File: config.mk
export PLATFORM = sky130hd
export DESIGN_NAME = asr_soft_reset_ctrl
export DESIGN_NICKNAME = d
export VERILOG_FILES = /design/src/rtl/asr_pkg.sv /design/src/rtl/asr_fifo_if.sv /design/src/rtl/asr_soft_reset_ctrl.sv /design/src/rtl/asr_fifo.sv
export VERILOG_INCLUDE_DIRS = /design/src /design/src/rtl
export SDC_FILE = /design/constraint.sdc
export NUM_CORES = 1
export LEC_CHECK = 0
export BUFFER_PORTS_ARGS = -buffer_cell sky130_fd_sc_hd__buf_2
export CORE_MARGIN = 2
export CORE_UTILIZATION = 55
export CTS_CLUSTER_SIZE = 25
export DETAILED_ROUTE_END_ITERATION = 6
export PLACE_DENSITY_LB_ADDON = 0.3
export SYNTH_ARGS = -nofsm -noshare
export SYNTH_HDL_FRONTEND = slang
export SYNTH_SLANG_ARGS = --single-unit
File: constraint.sdc
create_clock -name core_clk_in -period 4.8 [get_ports core_clk_in]
set_clock_uncertainty 0.2 [all_clocks]
set_input_delay 1.44 -clock core_clk_in [delete_from_list [all_inputs] [get_ports core_clk_in]]
set_output_delay 1.44 -clock core_clk_in [all_outputs]
set_load 0.005 [all_outputs]
File: src/rtl/asr_cfg.svh
// constants for the per-channel soft-reset control
// assumes inclusion by bare name from any rtl file
`ifndef ASR_CFG_SVH
`define ASR_CFG_SVH
`define ASR_NCH            2
`define ASR_DW             24
`define ASR_ZERO_PATTERN   4'h3
`define ASR_PAT_LEN        4
`define ASR_FIFO_DEPTH     4
`define ASR_SINC_SETTLE    8'h03
`define ASR_DRDY_RESET     1'h1
`endif

File: src/rtl/asr_pkg.sv
// types for the per-channel soft-reset control
// assumes the constants header is compiled alongside
package asr_pkg;
    typedef enum logic [1:0] {
        ASR_RUN    = 2'h0,
        ASR_HOLD   = 2'h1,
        ASR_ALIGN  = 2'h3,
        ASR_SETTLE = 2'h2
    } asr_state_t;
endpackage

File: src/rtl/asr_fifo_if.sv
// handshake bundle between the control core and its result fifo
// assumes one clock domain
interface asr_fifo_if #(parameter int W = 25);
    logic         valid;
    logic         ready;
    logic [W-1:0] data;
    modport src (output valid, output data, input ready);
    modport snk (input valid, input data, output ready);
endinterface

File: src/rtl/asr_soft_reset_ctrl.sv
// per-channel soft-reset control for a two-channel delta-sigma digital core
// assumes modulator codes and filter results arrive synchronous to core_clk_in
`include "asr_cfg.svh"

// ----------------------------------------------------------------------
// Summary of operation
// ----------------------------------------------------------------------
module asr_soft_reset_ctrl (
    input  wire logic                   core_clk_in,
    input  wire logic                   rst_in,
    input  wire logic [1:0]             soft_reset_in,
    input  wire logic [1:0]             mod_out_en_in,
    input  wire logic [1:0]             mod_bit_in,
    input  wire logic [7:0]             phase_delay_in,
    input  wire logic [1:0]             frame_tick_in,
    input  wire logic [2*`ASR_DW-1:0]   filt_data_in,
    input  wire logic                   mclk_present_in,
    input  wire logic                   rd_ready_in,
    output logic [2*`ASR_DW-1:0]        data_out,
    output logic [1:0]                  data_ready_out,
    output logic [1:0]                  modulator_bitstream_out,
    output logic [1:0]                  modulator_bitstream_oe_n_out,
    output logic                        core_clk_en_out,
    output logic                        input_clk_en_out,
    output logic                        res_valid_out,
    output logic [`ASR_DW:0]            res_data_out
);
    // ------------------------------------------------------------------
    // per-channel state
    // ------------------------------------------------------------------
    asr_pkg::asr_state_t st_q [`ASR_NCH];
    logic [`ASR_DW-1:0]  dreg_q [`ASR_NCH];
    logic [1:0]          pat_q [`ASR_NCH];
    logic [7:0]          cnt_q [`ASR_NCH];
    logic [1:0]          drdy_q;
    logic [1:0]          mbit_q;
    logic [1:0]          oe_n_q;
    logic [1:0]          in_reset;
    logic [1:0]          run_tick;
    logic                ref_ch;
    logic                clk_en_q;
    logic                in_clk_q;

    asr_fifo_if #(.W(`ASR_DW + 1)) res_if ();

    assign ref_ch = ~in_reset[0] ? 1'b0 : 1'b1;

    genvar g;
    generate
        for (g = 0; g < `ASR_NCH; g++) begin : gen_ch
            localparam int OTHER = 1 - g;
            // zero pattern as a vector so one bit can be picked per cycle
            localparam logic [3:0] ZERO_PAT = `ASR_ZERO_PATTERN;
            // held in reset while own field bit is set
            assign in_reset[g] = soft_reset_in[g];
            // only running channels make results
            assign run_tick[g] = (st_q[g] == asr_pkg::ASR_RUN) & frame_tick_in[g];

            // state sequencer: hold, realign to running channel, settle, run
            always_ff @(posedge core_clk_in) begin
                if (rst_in) begin
                    st_q[g]  <= asr_pkg::ASR_RUN;
                    cnt_q[g] <= 8'h00;
                end else begin
                    case (st_q[g])
                        asr_pkg::ASR_RUN: begin
                            if (in_reset[g]) begin
                                st_q[g] <= asr_pkg::ASR_HOLD;
                            end
                        end
                        asr_pkg::ASR_HOLD: begin
                            if (!in_reset[g]) begin
                                // other channel live: wait its frame then settle
                                st_q[g]  <= in_reset[OTHER] ? asr_pkg::ASR_SETTLE
                                                             : asr_pkg::ASR_ALIGN;
                                cnt_q[g] <= in_reset[OTHER] ? `ASR_SINC_SETTLE
                                                             : phase_delay_in;
                            end
                        end
                        asr_pkg::ASR_ALIGN: begin
                            if (in_reset[g]) begin
                                st_q[g] <= asr_pkg::ASR_HOLD;
                            end else if (frame_tick_in[OTHER]) begin
                                st_q[g]  <= asr_pkg::ASR_SETTLE;
                                cnt_q[g] <= `ASR_SINC_SETTLE;
                            end
                        end
                        asr_pkg::ASR_SETTLE: begin
                            if (in_reset[g]) begin
                                st_q[g] <= asr_pkg::ASR_HOLD;
                            end else if (frame_tick_in[g]) begin
                                if (cnt_q[g] == 8'h00) begin
                                    st_q[g] <= asr_pkg::ASR_RUN;
                                end else begin
                                    cnt_q[g] <= cnt_q[g] - 8'h01;
                                end
                            end
                        end
                        default: st_q[g] <= asr_pkg::ASR_HOLD;
                    endcase
                end
            end

            // data register: cleared on entry, loaded only when running
            always_ff @(posedge core_clk_in) begin
                if (rst_in) begin
                    dreg_q[g] <= '0;
                end else if (in_reset[g]) begin
                    dreg_q[g] <= '0;
                end else if (run_tick[g]) begin
                    dreg_q[g] <= filt_data_in[g*`ASR_DW +: `ASR_DW];
                end
            end

            // data-ready pulse per result, never in reset
            always_ff @(posedge core_clk_in) begin
                if (rst_in) begin
                    drdy_q[g] <= 1'b0;
                end else begin
                    drdy_q[g] <= run_tick[g] & ~in_reset[g];
                end
            end

            // modulator pin: live code, or repeating zero pattern in reset
            always_ff @(posedge core_clk_in) begin
                if (rst_in) begin
                    pat_q[g]  <= 2'h0;
                    mbit_q[g] <= 1'b0;
                    oe_n_q[g] <= 1'b1;
                end else begin
                    pat_q[g]  <= pat_q[g] + 2'h1;
                    oe_n_q[g] <= ~mod_out_en_in[g];
                    if (in_reset[g]) begin
                        mbit_q[g] <= ZERO_PAT[2'h3 - pat_q[g]];
                    end else begin
                        mbit_q[g] <= mod_bit_in[g];
                    end
                end
            end

        end
    endgenerate

    // ------------------------------------------------------------------
    // clock gating
    // ------------------------------------------------------------------
    // core clock stops only with both channels held
    always_ff @(posedge core_clk_in) begin
        if (rst_in) begin
            clk_en_q <= 1'b1;
        end else begin
            clk_en_q <= ~(in_reset[0] & in_reset[1]);
        end
    end

    // input structure clocked whenever master clock runs
    always_ff @(posedge core_clk_in) begin
        if (rst_in) begin
            in_clk_q <= 1'b0;
        end else begin
            in_clk_q <= mclk_present_in;
        end
    end

    // ------------------------------------------------------------------
    // result fifo: channel tag plus sample of reference channel
    // ------------------------------------------------------------------
    assign res_if.valid = run_tick[ref_ch];
    assign res_if.data  = {ref_ch, filt_data_in[ref_ch*`ASR_DW +: `ASR_DW]};

    asr_fifo #(
        .WIDTH (`ASR_DW + 1),
        .DEPTH (`ASR_FIFO_DEPTH)
    ) u_fifo (
        .clk_in       (core_clk_in),
        .rst_in       (rst_in),
        .wr           (res_if),
        .rd_valid_out (res_valid_out),
        .rd_ready_in  (rd_ready_in),
        .rd_data_out  (res_data_out)
    );

    // outputs from flops
    assign data_out                     = {dreg_q[1], dreg_q[0]};
    assign data_ready_out               = drdy_q;
    assign modulator_bitstream_out      = mbit_q;
    assign modulator_bitstream_oe_n_out = oe_n_q;
    assign core_clk_en_out              = clk_en_q;
    assign input_clk_en_out             = in_clk_q;
endmodule

File: src/rtl/asr_fifo.sv
// small synchronous fifo with valid/ready on both sides
// assumes a single clock and synchronous active-high reset
module asr_fifo #(
    parameter int WIDTH = 25,
    parameter int DEPTH = 4
) (
    input  wire logic             clk_in,
    input  wire logic             rst_in,
    asr_fifo_if.snk               wr,
    output logic                  rd_valid_out,
    input  wire logic             rd_ready_in,
    output logic [WIDTH-1:0]      rd_data_out
);
    localparam int AW = $clog2(DEPTH);
    logic [WIDTH-1:0] mem_q [DEPTH];
    logic [AW-1:0]    wp_q;
    logic [AW-1:0]    rp_q;
    logic [AW:0]      cnt_q;
    logic             push;
    logic             pop;

    // honest full and empty from the occupancy count
    assign wr.ready     = (cnt_q != DEPTH[AW:0]);
    assign rd_valid_out = (cnt_q != '0);
    assign rd_data_out  = mem_q[rp_q];
    assign push         = wr.valid && wr.ready;
    assign pop          = rd_valid_out && rd_ready_in;

    // storage write
    always_ff @(posedge clk_in) begin
        if (push) begin
            mem_q[wp_q] <= wr.data;
        end
    end

    // pointers and count
    always_ff @(posedge clk_in) begin
        if (rst_in) begin
            wp_q  <= '0;
            rp_q  <= '0;
            cnt_q <= '0;
        end else begin
            if (push) begin
                wp_q <= (wp_q == AW'(DEPTH - 1)) ? '0 : wp_q + 1'b1;
            end
            if (pop) begin
                rp_q <= (rp_q == AW'(DEPTH - 1)) ? '0 : rp_q + 1'b1;
            end
            cnt_q <= cnt_q + (AW+1)'(push) - (AW+1)'(pop);
        end
    end
endmodule

==> results.sh, run 1 <==
export IMPL_status="complete, no violations"
export IMPL_grt_max_degree=32
export IMPL_drtIter0Drc=311
export IMPL_r2r_cells=4
export IMPL_rsz0062_at_grt="no"
export IMPL_cp_num_buf_inv=1
export IMPL_drv_cap=0
export IMPL_cts_setup_buffers=0
export IMPL_fmax_mhz=260.0
export IMPL_overflow=0
export IMPL_dp_cells=788
export IMPL_grt_pass1_vias=4515
export IMPL_start_kind="flip-flop"
export IMPL_max_stage_delay_ns=0.95
export IMPL_synth_edff_count=168
export IMPL_seq_power_share_pct=51.1
export IMPL_ir_drop_mv=0.2125
export IMPL_arrival_ns=2.21
export IMPL_dp_hpwl_um=10440
export IMPL_wl_per_cell_um=18.81
export IMPL_root_buffer="clkbuf_16"
export IMPL_core_mm2=0.01383
export IMPL_layout_cells_non_filler=820
export IMPL_cts_sinks=189
export IMPL_numCtsBuffers=17
export IMPL_r2r_start="st_q[1][1]$_SDFFCE_PP0P_"
export IMPL_syn_area_mm2=0.007766
export IMPL_antenna_found_initial=0
export IMPL_cts_max_path_buffers=2
export IMPL_min_period_ns=3.847
export IMPL_reg2reg_slack_ns=1.82
export IMPL_hold_viol=0
export IMPL_firstDrtPassIters=5
export IMPL_ys_seq_area_share_pct=70.37
export IMPL_die_x_um=122.8
export IMPL_hold_path_end="pat_q[0][0]$_SDFF_PP0_"
export IMPL_async_reset_ff_share_pct=0
export IMPL_fillers=906
export IMPL_drt_wl_total_um=15430
export IMPL_syn_area_per_cell_um2=16.49
export IMPL_drc=0
export IMPL_fin_nets=707
export IMPL_drv_slew=0
export IMPL_dp_slack_ns=0.6236
export IMPL_layout_commonest_cell="edfxtp_1"
export IMPL_critPathTopFamily="flip-flops"
export IMPL_area_growth_syn_to_layout_pct=20.09
export IMPL_clk_latency_ns=0.43
export IMPL_num_vias=4475
export IMPL_power_internal_mw=2.974
export IMPL_setup_viol=0
export IMPL_yosysWarnings=0
export IMPL_synth_cells=471
export IMPL_die_h_um=122.8
export IMPL_setup_slack_ns=0.9534
export IMPL_worstPathMaxFanout=25
export IMPL_portBuffers=149
export IMPL_ys_seq_elements=189
export IMPL_hold_path_class="reg -> reg"
export IMPL_htree_num_levels=4
export IMPL_track_usage_pct=21.58
export IMPL_timing_rr_end="u_fifo.mem_q[2][21]$_DFFE_PP_"
export IMPL_combPwrFrac_pct=14.8
export IMPL_row_count=43
export IMPL_switchingPower_mw=0.9813
export IMPL_dieArea_mm2=0.01509
export IMPL_start_util_pct=56.17
export IMPL_p_leak_nw=3.561
export IMPL_min_path_cells=1
export IMPL_synth_main_ff_cell="edfxtp_1"
export IMPL_drive_gt1_share_pct=38.59
export IMPL_n_antenna_cell=0
export IMPL_max_slew_margin_pct=36.79
export IMPL_critPathKind="reg -> out"
export IMPL_min_from="pat_q[0][0]$_SDFF_PP0_"
export IMPL_final_cell_mix="edfxtp_1 (168), buf_2 (149), and2_1 (52)"
export IMPL_pwr_share_clk_pct=34.1
export IMPL_syn_num_nets=551
export IMPL_tightest_slew_ns=0.9481
export IMPL_cp_data_required_time_ns=3.16
export IMPL_utilization_pct=67.45
export IMPL_yosysUniqueCellTypes=44
export IMPL_path_clk_slew_ns=0.07
export IMPL_fin_crit_sh_pct=80.14
export IMPL_switching_share_pct=24.81
export IMPL_holdBufCountCts=0
export IMPL_grt_pass1_wl_um=23830
export IMPL_detail_route_antenna_nets=0
export IMPL_cp_end_kind="output port"
export IMPL_slowest_stage="dfxtp_2"
export IMPL_power_density_mw_per_mm2=424.1
export IMPL_gp_congestion=0.8236
export IMPL_cts_resized_gates=0
export IMPL_ios=150
export IMPL_cts_tree="yes"
export IMPL_viasPerCell=5.457
export IMPL_setup_tns_ns=0
export IMPL_path_cells="mux4_2, buf_2"
## flip-flops by register name, summed over array words and instances, names as in the netlist, named ones only
| signal | cells |
|---|---|
| pat_q | 4 |
| cnt_q | 16 |
| dreg_q | 48 |
| st_q | 4 |
| modulator_bitstream_out | 2 |
| u_fifo.mem_q | 100 |
| data_ready_out | 2 |
| core_clk_en_out | 1 |
| u_fifo.wp_q | 2 |
| modulator_bitstream_oe_n_out | 2 |
| input_clk_en_out | 1 |
| u_fifo.rp_q | 2 |
| u_fifo.cnt_q | 3 |
## cells in the mapped netlist, drive strengths merged, types with 3 or more instances
cell type | number | area [um2]
nand2 | 24 | 90.09
nand3 | 3 | 15.01
inv | 13 | 48.79
dfxtp | 21 | 420.4
nor2b | 5 | 31.28
o21ai | 19 | 95.09
nor4 | 5 | 43.79
mux4 | 25 | 563.0
edfxtp | 168 | 5045
buf | 5 | 30.02
nand3b | 3 | 22.52
xor2 | 4 | 35.03
o211ai | 3 | 22.52
nor2 | 19 | 71.32
mux2i | 4 | 40.04
nand2b | 7 | 43.79
and2 | 52 | 325.3
nor3b | 3 | 22.52
nor3 | 6 | 35.03
ha | 11 | 137.6
xnor2 | 12 | 105.1
clkbuf | 15 | 56.30
mux2 | 24 | 270.3
## cell families after synthesis
kind of cell    share of synthesized area (%)
simple gates                            10.25
mux                                     11.25
flops                                   70.37
compound gates                          2.562
buf+inv                                 1.740
xor+xnor                                1.804
fa+ha+maj                               2.030
## worst max-delay path by stage
stage / start / end / slack (ns) / depth (start not counted)
after detailed placement: soft_reset_in[0] / u_fifo.mem_q[2][20]$_DFFE_PP_ / 0.62 / 5
after floorplan: frame_tick_in[0] / dreg_q[0][0]$_SDFFCE_PN0P_ / 0.91 / 2
after global placement: soft_reset_in[0] / u_fifo.mem_q[2][17]$_DFFE_PP_ / 0.72 / 5
after global routing: flip-flop / res_data_out[0] / 0.78 / 2
final: flip-flop / res_data_out[0] / 0.95 / 2
after CTS: flip-flop / res_data_out[0] / 0.85 / 2
## power by group through the flow
| stage | Clock, mW | Combinational (mW) | Sequential, mW |
|---|---|---|---|
| after floorplan | 0 | 0.388 | 2.00 |
| after global placement | 0 | 0.575 | 2.05 |
| after detailed placement | 0 | 0.593 | 2.06 |
| after CTS | 1.37 | 0.598 | 2.03 |
| after global routing | 1.44 | 0.645 | 2.04 |
| final | 1.35 | 0.586 | 2.02 |
## through the flow
step                      hold WS (ns)  cell area, um2  total power, mW
after CTS                       0.2343            9326            3.997
final                           0.2343            9326            3.956
after detailed placement        0.2260            8752            2.652
after global placement          0.2221            8752            2.625
after floorplan                 0.2127            7766            2.393
after global routing            0.2539            9326            4.124
## per-layer routing
layer	vias up	global-route usage [%]	wire, um
met4	0	7.687	214
met3	21	4.647	853
met2	171	36.53	8073
met5	-	0	0
met1	2203	27.61	6283
li1	2080	-	-
## cell type report
type                    instances  area [um2]  area share (%)
multi-input cells             249        2206           23.65
flip-flops and latches        189        5466           58.61
repair buffers                157       805.8           8.640
clock buffers                  20       446.7           4.789
inverters                      13       48.80          0.5232
clock inverters                12       127.6           1.368
well taps                     180       225.2           2.415
(Power assumes the default switching activity.)
==> run 2: changes to the inputs <==
==> constraint.sdc (replaced) <==
create_clock -name core_clk_in -period 3.7 [get_ports core_clk_in]
set_clock_uncertainty 0.2 [all_clocks]
set_input_delay 1.11 -clock core_clk_in [delete_from_list [all_inputs] [get_ports core_clk_in]]
set_output_delay 1.11 -clock core_clk_in [all_outputs]
set_load 0.005 [all_outputs]
==> run 2 against run 1 <==
Against the previous run:
- total power is 33% higher
- critical path depth increased by 1
- final cell count is 0.24% higher
- design area increased by 0.64%
- sequential power increased by 29%
- critical path type unchanged
- count of clock-buffer cells in the layout decreased by 1
- core utilization rose by 0.43 points
- via count is 0.18% lower
- worst hold slack got worse by 0.0020 ns
- sequential share of layout area fell by 0.38 points
==> results.sh, run 2 (synthesis gave the netlist of run 1 again) <==
export IMPL_viasPerCell=5.434
export IMPL_placed_area_mm2=0.008780
export IMPL_p_leak_nw=3.594
export IMPL_cp_data_required_time_ns=2.39
export IMPL_seqCellArea_mm2=0.005466
export IMPL_drt_wl_total_um=15790
export IMPL_max_slew_margin_pct=34.91
export IMPL_highest_layer="met4"
export IMPL_drive_gt1_share_pct=38.63
export IMPL_layout_commonest_cell="edfxtp_1"
export IMPL_clk_latency_ns=0.42
export IMPL_multiInputGateArea_mm2=0.002206
export IMPL_path_cells="buf_12, mux4_2, buf_2"
export IMPL_cp_end_kind="output port"
export IMPL_critPathKind="reg -> out"
export IMPL_detail_route_antenna_nets=0
export IMPL_grt_pass1_vias=4769
export IMPL_status="complete, no violations"
export IMPL_drv_cap=0
export IMPL_final_cell_mix="edfxtp_1 (168), buf_2 (149), and2_1 (52)"
export IMPL_arrival_ns=1.98
export IMPL_htree_num_levels=4
export IMPL_slowest_stage="dfxtp_2"
export IMPL_grt_max_degree=32
export IMPL_layout_cells_non_filler=822
export IMPL_worstPathMaxFanout=15
export IMPL_fillers=923
export IMPL_start_util_pct=56.17
export IMPL_hold_viol=0
export IMPL_switchingPower_mw=1.259
export IMPL_power_internal_mw=3.994
export IMPL_largest_reg_flops=100
export IMPL_num_vias=4467
export IMPL_dp_slack_ns=0.4661
export IMPL_overflow=0
export IMPL_final_area_mm2=0.009387
export IMPL_drc=0
export IMPL_die_h_um=122.8
export IMPL_switching_share_pct=23.97
export IMPL_drtIter0Drc=236
export IMPL_dp_cells=790
export IMPL_die_x_um=122.8
export IMPL_start_kind="flip-flop"
export IMPL_cts_sinks=189
export IMPL_cts_setup_buffers=0
export IMPL_setup_slack_ns=0.4076
export IMPL_wl_per_cell_um=19.21
export IMPL_grt_pass1_wl_um=24150
export IMPL_core_mm2=0.01383
export IMPL_firstDrtPassIters=4
export IMPL_hold_path_class="reg -> reg"
export IMPL_portBuffers=149
export IMPL_rsz0062_at_grt="no"
export IMPL_wl_met2_um=8366
export IMPL_ir_drop_mv=0.3833
export IMPL_n_antenna_cell=0
export IMPL_combPwrFrac_pct=15.4
export IMPL_dieArea_mm2=0.01509
export IMPL_dp_hpwl_um=10570
export IMPL_setup_viol=0
export IMPL_m1WireLength_um=6314
export IMPL_cp_num_buf_inv=2
export IMPL_drv_slew=0
export IMPL_track_usage_pct=21.94
export IMPL_seq_power_share_pct=49.4
export IMPL_row_count=43
export IMPL_numCtsBuffers=17
export IMPL_fin_nets=709
export IMPL_critPathTopFamily="flip-flops"
export IMPL_holdBufCountCts=0
export IMPL_tightest_slew_ns=0.9727
export IMPL_root_buffer="clkbuf_16"
export IMPL_area_growth_syn_to_layout_pct=20.86
export IMPL_fin_crit_sh_pct=88.98
export IMPL_report_power_total_mw=5.253
export IMPL_path_clk_slew_ns=0.06
export IMPL_pwr_share_clk_pct=35.2
export IMPL_largest_register="u_fifo.mem_q"
export IMPL_gp_congestion=0.8414
export IMPL_power_density_mw_per_mm2=559.6
export IMPL_top_regs="u_fifo.mem_q (100), dreg_q (48), cnt_q (16)"
export IMPL_cts_tree="yes"
export IMPL_min_period_ns=3.292
export IMPL_fmax_mhz=303.7
export IMPL_cts_resized_gates=0
export IMPL_met3WireLength_um=853
export IMPL_ios=150
export IMPL_setup_tns_ns=0
export IMPL_max_stage_delay_ns=0.61
export IMPL_antenna_found_initial=0
export IMPL_cts_max_path_buffers=2
-- run 2: path summary, 6_finish.rpt --
check / cells past startpoint / endpoint / startpoint / slack, ns
setup / recovery: 3 / res_data_out[9] / flip-flop / 0.41
hold / removal: 1 / pat_q[1][0]$_SDFF_PP0_ / pat_q[1][0]$_SDFF_PP0_ / 0.23
setup reg to reg: 5 / u_fifo.cnt_q[1]$_SDFF_PP0_ / st_q[1][1]$_SDFFCE_PP0P_ / 1.11
hold reg to reg: 1 / pat_q[1][0]$_SDFF_PP0_ / pat_q[1][0]$_SDFF_PP0_ / 0.23
-- run 2: final cells by class --
type	instances	area share, %
Clock inverter	13	1.746
Multi-Input combinational cell	249	23.50
Timing Repair Buffer	159	8.878
Clock buffer	19	4.719
Inverter	13	0.5199
Tap cell	180	2.399
Sequential cell	189	58.24
-- run 2: layer usage --
| metal | global-route usage [%] | vias up |
|---|---|---|
| li1 | - | 2085 |
| met1 | 26.20 | 2234 |
| met2 | 38.74 | 132 |
| met3 | 5.623 | 16 |
| met4 | 7.256 | 0 |
| met5 | 0 | - |
-- run 2: worst register-to-register path, stage by stage (launching register included) --
cell and delay, ns:
edfxtp_1 0.58, or4bb_1 0.61, a32oi_4 0.32, ha_1 0.23, fa_1 0.40, nor2b_1 0.13
-- run 2: through the flow --
step,util [%],hold slack [ns]
floorplan,-,0.2127
global route,67.89,0.2458
finish,67.89,0.2322
detailed placement,63.50,0.2275
global placement,63.50,0.2233
CTS,67.89,0.2367
-- run 2: power groups by stage --
stage / clock network (mW) / logic, mW / registers (mW)
finish: 1.85 / 0.807 / 2.60
global route: 1.96 / 0.894 / 2.61
CTS: 1.88 / 0.824 / 2.60
detailed placement: 0 / 0.818 / 2.64
global placement: 0 / 0.797 / 2.63
floorplan: 0 / 0.504 / 2.60
==> run 3: changes to the inputs <==
--- a/config.mk
+++ b/config.mk
@@ -8,7 +8,7 @@
 export LEC_CHECK = 0
 export BUFFER_PORTS_ARGS = -buffer_cell sky130_fd_sc_hd__buf_2
 export CORE_MARGIN = 2
-export CORE_UTILIZATION = 55
+export CORE_UTILIZATION = 50
 export CTS_CLUSTER_SIZE = 25
 export DETAILED_ROUTE_END_ITERATION = 6
 export PLACE_DENSITY_LB_ADDON = 0.3
==> constraint.sdc (replaced) <==
create_clock -name core_clk_in -period 2.8 [get_ports core_clk_in]
set_clock_uncertainty 0.2 [all_clocks]
set_input_delay 0.84 -clock core_clk_in [delete_from_list [all_inputs] [get_ports core_clk_in]]
set_output_delay 0.84 -clock core_clk_in [all_outputs]
set_load 0.005 [all_outputs]
==> run 3 against run 2 <==
Against the previous run:
- design area rose by 3.4%
- critical path type unchanged
- highest routed layer unchanged
- largest power group unchanged
- sequential cell count did not move
- sequential share of layout area decreased by 1.9 points
- worst hold slack gained 0.015 ns
- die area increased by 9.7%
==> results.sh, run 3 (synthesis gave the netlist of run 1 again) <==
export IMPL_status="complete, no violations"
export IMPL_drv_slew=0
export IMPL_die_h_um=128.6
export IMPL_cp_end_kind="output port"
export IMPL_seqCellArea_mm2=0.005469
export IMPL_fin_nets=732
export IMPL_grt_max_degree=26
export IMPL_largest_register="u_fifo.mem_q"
export IMPL_path_depth=3
export IMPL_final_cell_mix="edfxtp_1 (168), buf_2 (148), and2_1 (48)"
export IMPL_drive_gt1_share_pct=41.50
export IMPL_area_growth_syn_to_layout_pct=24.99
export IMPL_grt_pass1_vias=4547
export IMPL_cts_sinks=189
export IMPL_setup_slack_ns=0.06444
export IMPL_viasPerCell=5.230
export IMPL_num_vias=4461
export IMPL_dieArea_mm2=0.01655
export IMPL_whs_ns=0.2471
export IMPL_max_stage_delay_ns=0.51
export IMPL_cts_tree="yes"
export IMPL_cts_max_path_buffers=2
export IMPL_gp_congestion=0.7978
export IMPL_clk_latency_ns=0.43
export IMPL_portBuffers=149
export IMPL_antenna_found_initial=0
export IMPL_drc=0
export IMPL_power_density_mw_per_mm2=730.4
export IMPL_overflow=0
export IMPL_tightest_slew_ns=0.4339
export IMPL_numCtsBuffers=17
export IMPL_layout_commonest_cell="edfxtp_1"
export IMPL_fmax_mhz=365.6
export IMPL_multiInputGateArea_mm2=0.002211
export IMPL_track_usage_pct=18.65
export IMPL_n_antenna_cell=0
export IMPL_holdBufCountCts=0
export IMPL_dp_hpwl_um=10470
export IMPL_grt_pass1_wl_um=23000
export IMPL_row_count=45
export IMPL_drv_cap=0
export IMPL_root_buffer="clkbuf_16"
export IMPL_cp_num_buf_inv=2
export IMPL_firstDrtPassIters=5
export IMPL_ios=150
export IMPL_largest_reg_flops=100
export IMPL_setup_viol=0
export IMPL_timing_rr_end="u_fifo.cnt_q[2]$_SDFF_PP0_"
export IMPL_hold_path_class="reg -> reg"
export IMPL_fillers=1071
export IMPL_p_leak_nw=3.764
export IMPL_wl_per_cell_um=17.68
export IMPL_fin_crit_sh_pct=97.70
export IMPL_critPathTopFamily="multiplexers"
export IMPL_ir_drop_mv=0.4730
export IMPL_core_mm2=0.01520
export IMPL_r2r_cells=9
export IMPL_endpoint="res_data_out[6]"
export IMPL_cts_setup_buffers=0
export IMPL_report_power_total_mw=7.090
export IMPL_hold_viol=0
export IMPL_dp_slack_ns=-0.02491
export IMPL_critPathKind="reg -> out"
export IMPL_detail_route_antenna_nets=0
export IMPL_die_x_um=128.6
export IMPL_path_clk_slew_ns=0.07
export IMPL_drt_wl_total_um=15080
export IMPL_cp_data_required_time_ns=1.76
export IMPL_min_period_ns=2.736
export IMPL_drtIter0Drc=217
export IMPL_slowest_stage="mux4_2"
export IMPL_r2r_start="u_fifo.cnt_q[1]$_SDFF_PP0_"
export IMPL_start_kind="flip-flop"
export IMPL_max_slew_margin_pct=70.85
export IMPL_arrival_ns=1.70
export IMPL_htree_num_levels=4
export IMPL_reg2reg_slack_ns=0.39
export IMPL_path_cells="clkbuf_16, mux4_2, buf_2"
export IMPL_min_path_cells=1
export IMPL_worstPathMaxFanout=12
export IMPL_top_regs="u_fifo.mem_q (100), dreg_q (48), cnt_q (16)"
export IMPL_start_util_pct=51.09
run 3: changes by cell type in the layout (fill, tap and decap cells not counted), moves of 2 or more:
cell	change
and2_1	-4
and2_2	+4
buf_12	+6
buf_4	+15
clkbuf_16	+2
clkinv_2	+2
clkinvlp_4	-3
run 3: worst min path at each step:
stage                      startpoint                endpoint  slack, ns
5_1_grt        pat_q[0][0]$_SDFF_PP0_  pat_q[0][0]$_SDFF_PP0_       0.26
4_1_cts        pat_q[1][0]$_SDFF_PP0_  pat_q[1][0]$_SDFF_PP0_       0.25
3_5_place_dp   pat_q[1][0]$_SDFF_PP0_  pat_q[1][0]$_SDFF_PP0_       0.24
6_report       pat_q[0][0]$_SDFF_PP0_  pat_q[0][0]$_SDFF_PP0_       0.25
3_3_place_gp   pat_q[1][0]$_SDFF_PP0_  pat_q[1][0]$_SDFF_PP0_       0.22
2_1_floorplan  pat_q[0][0]$_SDFF_PP0_  pat_q[0][0]$_SDFF_PP0_       0.21
run 3: timing repair:
item                                    4_1_cts  5_1_grt
resized for setup                             1        1
pin swaps                                     0        0
endpoints found under the setup margin        4       15
hold endpoints to repair                      0        0
cloned                                        0        2
run 3: area by class of cell:
class,instances,share of cell area [%]
well taps,188,2.423
inverters,13,0.5027
clock inverters,14,1.972
multi-input cells,249,22.78
clock buffers,18,4.421
repair buffers,182,11.56
flip-flops and latches,189,56.34
run 3: layer usage:
layer	track usage (%)	vias to the layer above	wire, um
met5	0	-	0
met4	6.650	0	218
met3	4.823	17	746
met2	33.45	129	7781
met1	21.81	2182	6331
li1	-	2133	-
run 3: power by group:
| part | internal (mW) | switching (mW) |
|---|---|---|
| registers | 3.30 | 0.0939 |
| logic | 0.631 | 0.574 |
| clock network | 1.50 | 0.992 |
run 3: per-stage QoR:
stage | cell area, um2 | utilization (%) | setup TNS, ns | instances
after floorplan | 7771 | - | 0 | 471
after detailed placement | 9027 | 59.38 | -0.7967 | 819
after global placement | 9027 | 59.38 | 0 | 819
final | 9707 | 63.85 | 0 | 853
after global routing | 9707 | 63.85 | -0.004237 | 853
after CTS | 9654 | 63.51 | -0.03820 | 851
